`config.mk`:
```
export PLATFORM = sky130hd
export DESIGN_NAME = eftc_capture
export DESIGN_NICKNAME = d
export VERILOG_FILES = /design/src/logic/eftc_pkg.sv /design/src/logic/eftc_timer.sv /design/src/logic/eftc_capture.sv
export VERILOG_INCLUDE_DIRS = /design/src /design/src/logic
export SDC_FILE = /design/constraint.sdc
export NUM_CORES = 1
export LEC_CHECK = 0
export BUFFER_PORTS_ARGS = -buffer_cell sky130_fd_sc_hd__buf_2
export CAP_MARGIN = 20
export CORE_MARGIN = 2
export CORE_UTILIZATION = 46
export DETAILED_ROUTE_END_ITERATION = 6
export PLACE_DENSITY = 0.75
export SYNTH_ARGS = -nofsm -noshare
export SYNTH_HDL_FRONTEND = slang
export SYNTH_HIERARCHICAL = 1
export SYNTH_SLANG_ARGS = --single-unit
```
`constraint.sdc`:
```
create_clock -name clk_sys_i -period 3 [get_ports clk_sys_i]
set_clock_uncertainty 0.1 [all_clocks]
set_input_delay 0.15 -clock clk_sys_i [delete_from_list [all_inputs] [get_ports clk_sys_i]]
set_output_delay 0.15 -clock clk_sys_i [all_outputs]
set_load 0.05 [all_outputs]
```
`src/logic/eftc_defs.svh`:
```
// Constants for the frame timestamp capture unit
`ifndef EFTC_DEFS_SVH
`define EFTC_DEFS_SVH
`define EFTC_TS_W 32
`define EFTC_TAG_W 4
`define EFTC_STAT_W 8
`define EFTC_STAT_REQ_BIT 5
`define EFTC_FLAG_W 2
`define EFTC_FLAG_AVAIL 0
`define EFTC_FLAG_WRAP 1
`define EFTC_TIMER_RESET 32'h0000_0000
`define EFTC_FLAG_RESET 2'h0
`endif

```
`src/logic/eftc_pkg.sv`:
```
// Types for the frame timestamp capture unit
package eftc_pkg;
	typedef logic [31:0] eftc_ts_t;
	typedef logic [3:0] eftc_tag_t;
	typedef logic [1:0] eftc_flag_t;
endpackage

```
`src/logic/eftc_timer.sv`:
```
// Free-running capture timer shared by both directions
`timescale 1ns/1ps
`include "eftc_defs.svh"
module eftc_timer (
	input wire logic clk_sys_i,
	input wire logic reset_i,
	input wire logic run_i,
	output eftc_pkg::eftc_ts_t count_o,
	output logic wrap_o
);
	import eftc_pkg::*;
	always_ff @(posedge clk_sys_i or posedge reset_i) begin
		if (reset_i) begin
			count_o <= `EFTC_TIMER_RESET;
		end else if (run_i) begin
			count_o <= count_o + 32'h0000_0001;
		end
	end
	assign wrap_o = run_i && (count_o == 32'hffff_ffff);
endmodule // eftc_timer

```
`src/logic/eftc_capture.sv`:
```
// Transmit and receive timestamp capture unit
// Summary of operation
// - Timestamp support works only while precision time enable is one.
// - Every transmitted frame returns capture value, sequence tag and status.
// - Status bit 5 set when capture request came with the frame.
// - Requested frames also store their capture in the held register.
// - Storing a requested capture sets the capture available flag.
// - Unrequested frames touch neither held register nor available flag.
// - Every received frame latches the timer at delimiter detection.
// - Flags clear by writing one; zero ignored; reset clears all.
// - Interrupt raised when a set flag meets its set mask bit.
`timescale 1ns/1ps
`include "eftc_defs.svh"
module eftc_capture (
	input wire logic clk_sys_i,
	input wire logic reset_i,
	input wire logic precision_time_enable_i,
	input wire logic tx_frame_start_i,
	input wire logic tx_capture_request_i,
	input wire eftc_pkg::eftc_tag_t tx_frame_tag_i,
	input wire logic rx_sfd_detect_i,
	input wire eftc_pkg::eftc_flag_t event_flag_clear_i,
	input wire eftc_pkg::eftc_flag_t event_mask_reg_i,
	output eftc_pkg::eftc_ts_t tx_capture_value_o,
	output eftc_pkg::eftc_tag_t tx_frame_sequence_tag_o,
	output logic [`EFTC_STAT_W-1:0] tx_capture_requested_status_o,
	output logic tx_capture_valid_o,
	output eftc_pkg::eftc_ts_t held_tx_capture_o,
	output eftc_pkg::eftc_ts_t rx_capture_value_o,
	output logic rx_capture_valid_o,
	output eftc_pkg::eftc_flag_t event_flag_reg_o,
	output logic irq_o,
	output eftc_pkg::eftc_ts_t timer_o
);
	import eftc_pkg::*;
	eftc_ts_t now;
	logic wrap;
	logic tx_take;
	logic rx_take;
	logic store;
	eftc_flag_t flag_set;
	// ********************
	// Shared timer
	// ********************
	// shared timer
	eftc_timer u_timer (
		.clk_sys_i(clk_sys_i),
		.reset_i(reset_i),
		.run_i(precision_time_enable_i),
		.count_o(now),
		.wrap_o(wrap)
	);
	assign timer_o = now;
	assign tx_take = precision_time_enable_i && tx_frame_start_i;
	assign rx_take = precision_time_enable_i && rx_sfd_detect_i;
	assign store = tx_take && tx_capture_request_i;
	// ********************
	// Status word
	// ********************
	// Only the request bit carries meaning, so spare bits can never leak old state
	function automatic logic [`EFTC_STAT_W-1:0] status_word(input logic req);
		logic [`EFTC_STAT_W-1:0] word;
		word = {`EFTC_STAT_W{1'b0}};
		word[`EFTC_STAT_REQ_BIT] = req;
		return word;
	endfunction
	// ********************
	// Transmit return
	// ********************
	// per-frame return
	always_ff @(posedge clk_sys_i or posedge reset_i) begin
		if (reset_i) begin
			tx_capture_value_o <= `EFTC_TIMER_RESET;
			tx_frame_sequence_tag_o <= 4'h0;
			tx_capture_requested_status_o <= 8'h00;
			tx_capture_valid_o <= 1'b0;
		end else begin
			tx_capture_valid_o <= tx_take;
			if (tx_take) begin
				tx_capture_value_o <= now;
				tx_frame_sequence_tag_o <= tx_frame_tag_i;
				tx_capture_requested_status_o <= status_word(tx_capture_request_i);
			end
		end
	end
	always_ff @(posedge clk_sys_i or posedge reset_i) begin
		if (reset_i) begin
			held_tx_capture_o <= `EFTC_TIMER_RESET;
		end else if (store) begin
			held_tx_capture_o <= now;
		end
	end
	// ********************
	// Receive capture
	// ********************
	// latch at delimiter
	always_ff @(posedge clk_sys_i or posedge reset_i) begin
		if (reset_i) begin
			rx_capture_value_o <= `EFTC_TIMER_RESET;
			rx_capture_valid_o <= 1'b0;
		end else begin
			rx_capture_valid_o <= rx_take;
			if (rx_take) begin
				rx_capture_value_o <= now;
			end
		end
	end
	// ********************
	// Event flags
	// ********************
	always_comb begin
		flag_set = 2'h0;
		flag_set[`EFTC_FLAG_AVAIL] = store;
		flag_set[`EFTC_FLAG_WRAP] = wrap;
	end
	// write one clears
	// Set beats clear so a capture landing on a clear is not lost
	always_ff @(posedge clk_sys_i or posedge reset_i) begin
		if (reset_i) begin
			event_flag_reg_o <= `EFTC_FLAG_RESET;
		end else begin
			event_flag_reg_o <= (event_flag_reg_o & ~event_flag_clear_i) | flag_set;
		end
	end
	assign irq_o = |(event_flag_reg_o & event_mask_reg_i);
endmodule // eftc_capture

```
== After elaboration in Yosys (flattened, before gate mapping) ==
Index checks and enable logic that the tools add are counted.

* $add $sub $neg: 1
* Equal/unequal tests: 1
* Bitwise gates (word level): 4
* Reductions and logical operators: 5

{| class="wikitable"
|+ Operators by type and width
! kind !! count
|-
| $add 32x1->32 const B || 1
|-
| $eq 32x32->1 const B || 1
|-
| $and 2x2->2 || 2
|-
| $logic_and 1x1->1 || 4
|-
| $not 2->2 || 1
|-
| $or 2x2->2 || 1
|-
| $reduce_or 2->1 || 1
|}

* Register bits after elaboration: 137
* Output and inout bits: 145

== Depth between registers and ports, before layout ==
* Depth after elaboration: 3
* Gate-level depth with buffers: 5

== Cells and area by module ==
The synthesis kept the hierarchy.

{| class="wikitable"
|+ Modules (own cells, without submodules)
! module !! instances !! cells an instance !! area an instance (um2) !! sequential area each (um2)
|-
| eftc_capture || 1 || 235 || 3942.5 || 2627.5
|-
| eftc_timer || 1 || 120 || 1497.7 || 800.8
|}

== Least setup slack after synthesis ==
OpenSTA, ideal clock, no wires.

* Path kind: register to register
* Start: register u_timer.count_o[8]
* End: register u_timer.count_o[28]
* Arrival: 1886 ps
* Setup slack: 870 ps
* Cell stages (with the launch flop): 6
* Buffers on the path: 0
* Period minus slack after synthesis: 2130 ps
* Cells stage by stage: dfrtp_1 and4_4 nand2_1 nor4_4 nand3_1 xnor2_1

* Longest elaborated chain between the ends: 1

{| class="wikitable"
|+ Ends and longest elaborated chain
! item !! RTL line !! source
|-
| from (decl) || eftc_timer.sv:8 || <nowiki>output eftc_pkg::eftc_ts_t count_o,</nowiki>
|-
| from (signal assigned) || eftc_timer.sv:14 || <nowiki>count_o <= `EFTC_TIMER_RESET;</nowiki>
|-
| from (signal assigned) || eftc_timer.sv:16 || <nowiki>count_o <= count_o + 32'h0000_0001;</nowiki>
|-
| $add 32x1->32 || eftc_timer.sv:16 ||
|}

No other way between the ends.
A chain may end at the register's enable or synchronous reset.

== Final worst setup path ==
* Start: input precision_time_enable_i
* End: register held_tx_capture_o[21]

* Longest elaborated chain between the ends: 2

{| class="wikitable"
|+ Ends and longest elaborated chain
! item !! RTL line !! source
|-
| from (decl) || eftc_capture.sv:17 || <nowiki>input wire logic precision_time_enable_i,</nowiki>
|-
| $logic_and 1x1->1 || eftc_capture.sv:54 || <nowiki>assign tx_take = precision_time_enable_i && tx_frame_start_i;</nowiki>
|-
| $logic_and 1x1->1 || eftc_capture.sv:56 || <nowiki>assign store = tx_take && tx_capture_request_i;</nowiki>
|-
| to (signal assigned) || eftc_capture.sv:88 || <nowiki>held_tx_capture_o <= `EFTC_TIMER_RESET;</nowiki>
|-
| to (signal assigned) || eftc_capture.sv:90 || <nowiki>held_tx_capture_o <= now;</nowiki>
|-
| to (decl) || eftc_capture.sv:28 || <nowiki>output eftc_pkg::eftc_ts_t held_tx_capture_o,</nowiki>
|}

No other way between the ends.

==> reports/results.ini <==
[timing]
fmax_ghz=0.510
slew_viol_final=0
fin_tns_setup_ps=0
worst_pin_slew_ps=983
hold_viol_final=0
slew_headroom_pct=34.3
setup_viol=0
min_period_over_period_pct=65.4
fin_crit_ps=1960
hold-worst-slack_ps=261
grt_setup_unrepaired=false

[grt]
antenna_found_initial=0
grt_max_degree=39
grt_pass1_wl_mm=18.4
globalRouteTotalUtil_pct=18.6
first_global_vias=3484
grt_overflow=0

[synthesis]
synth_top_area_share_pct=63.0
syn_area_um2=5440
postSynthAreaPerCell_um2=15.3
async_reset_ff_share_pct=100
synth_top_area_cell=dfrtp_1
synth_flop_cell=dfrtp_1
synth_area_leaders=dfrtp_1 (63%), mux2_2 (21%), xnor2_1 (3.4%)
synth_common_cells=dfrtp_1 (137), mux2_2 (100), xnor2_1 (21)
ys.warnings.count=6
synth_most_common_cell=dfrtp_1
syn_inst=355
ys_seq_elements=137
synth_cell_types=31
synth-edff-count=0
seq_area_frac_synth_pct=63.0

[floorplanning]
chipHeight_um=113
std_cell_rows=39
fp.coreArea_um2=11500
die-width_um=113
dieArea_um2=12700
start_util_pct=47.4
io_pins=159

[route]
drc_errors=0
drt_first_pass_iters=4
vias=3452
drtAntennaViolNets=0
viasPerCell=5.08
finalWirelength_mm=11.3
drt_iter0_markers=131
drt-wirelength-per-cell_um=16.6

[flow_run]
drv_cap=0

[place]
hpwlAfterDp_mm=7.73
gp_congestion=0.721
placed_area_um2=6320
numPortBuffers=151

[final_layout]
fin_nets=541
drive_above_1_share_pct=54.7
syn2layout_area_growth_pct=26.9
final_area_um2=6900
fin_util_pct=60.2
diodes=0

[power]
vdd_ir_drop_max_v=0.000635
power.leakage_nw=3.81
totalPowerFinal_mw=5.27
powerDensity_nw_per_um2=764

[clock_network]
cts.htree.levels=4
cts_tree=built
numCtsBuffers=17
clock_path_buffers=2
cts_sinks=137
cts_root_buffer=clkbuf_16
clk_pin_slew_ps=50
insertion_delay_ps=410
post_cts_buffers=0

[min_path]
min_path_type=in2async

[worst_setup_path]
crit_type=in2reg
cp-end-kind=flip-flop
worstSetupStartpointType=primary input
crit_required_ps=3190
cp.arrival_ps=2150
crit_path_max_fanout=34

[run_status]
status=completed

[registers in the layout, summed over array words and instances (netlist names), 2 cells and up]
signal and cells:
u_timer/count_o 32, tx_frame_sequence_tag_o 4, tx_capture_value_o 32, rx_capture_value_o 32, held_tx_capture_o 32, event_flag_reg_o 2
[per-layer routing]
metal	vias to the layer above	global-route usage (%)	routed length, µm
met5	-	0	0
met4	0	7.64	214
met3	18	5.20	629
met2	110	29.3	5420
met1	1743	24.6	5010
li1	1581	-	-
[cell usage in the layout (no fill, tap or decap), types with 8 or more instances in the layout]
master         count
buf_2            151
nand2_1           12
nand3_1            8
nand4_1            8
clkbuf_16         17
dlygate4sd3_1      8
xnor2_1           21
mux2_2           100
dfrtp_1          137
xor2_1            10
[what timing repair did]
action,in CTS,in global routing
setup endpoints to repair,0,0
gates resized for setup,0,0
endpoints found under the hold margin,50,0
hold buffers,8,0
[area by class of cell]
cell class | instances | area (µm²)
Timing Repair Buffer | 163 | 866
Clock inverter | 4 | 20.0
Inverter | 7 | 30.0
Tap cell | 143 | 179
Multi-Input combinational cell | 200 | 1900
Fill cell | 907 | 4560
Sequential cell | 137 | 3430
Clock buffer | 25 | 485
[report_power, final]
part | internal, mW | switching, mW | leakage, nW
Clock | 1.10 | 0.699 | 0.253
Sequential | 2.04 | 0.183 | 1.83
Combinational | 0.321 | 0.933 | 1.72
Total | 3.46 | 1.81 | 3.81
[critical path, cell delays in order]
cell	delay (ps)
dlygate4sd3_1	530
buf_2	220
nand3_2	690
mux2_2	550
[stage by stage]
step / std cells / worst slack [ps]
global route: 679 / 854
floorplan: 361 / 870
finish: 679 / 1040
CTS: 679 / 1020
detailed placement: 642 / 1060
global placement: 642 / 1080
[path summary, 6_finish.rpt]
path / from / end / slack (ps) / cells after the start
min in group clk_sys_i: tx_frame_tag_i[1] / tx_frame_sequence_tag_o[1] / 400 / 3
max reg2reg: u_timer/count_o[6] / u_timer/count_o[28] / 1040 / 5
max in group asynchronous: reset_i / u_timer/count_o[28] / 1660 / 4
max: precision_time_enable_i / held_tx_capture_o[21] / 1040 / 4
min reg2reg: rx_capture_value_o[10] / rx_capture_value_o[10] / 400 / 1
min: reset_i / held_tx_capture_o[4] / 260 / 3
[logic make-up after synthesis]
logic type | synth area share (%)
DFF | 63.0
muxes | 20.9
and+or+nand+nor | 7.57
xor gates and xnor gates | 4.99
buffers and inverters | 2.64
AOI/OAI and AO/OA | 0.575
adders and majority gates | 0.230
other | 0.0689
(Power assumes the default switching activity.)
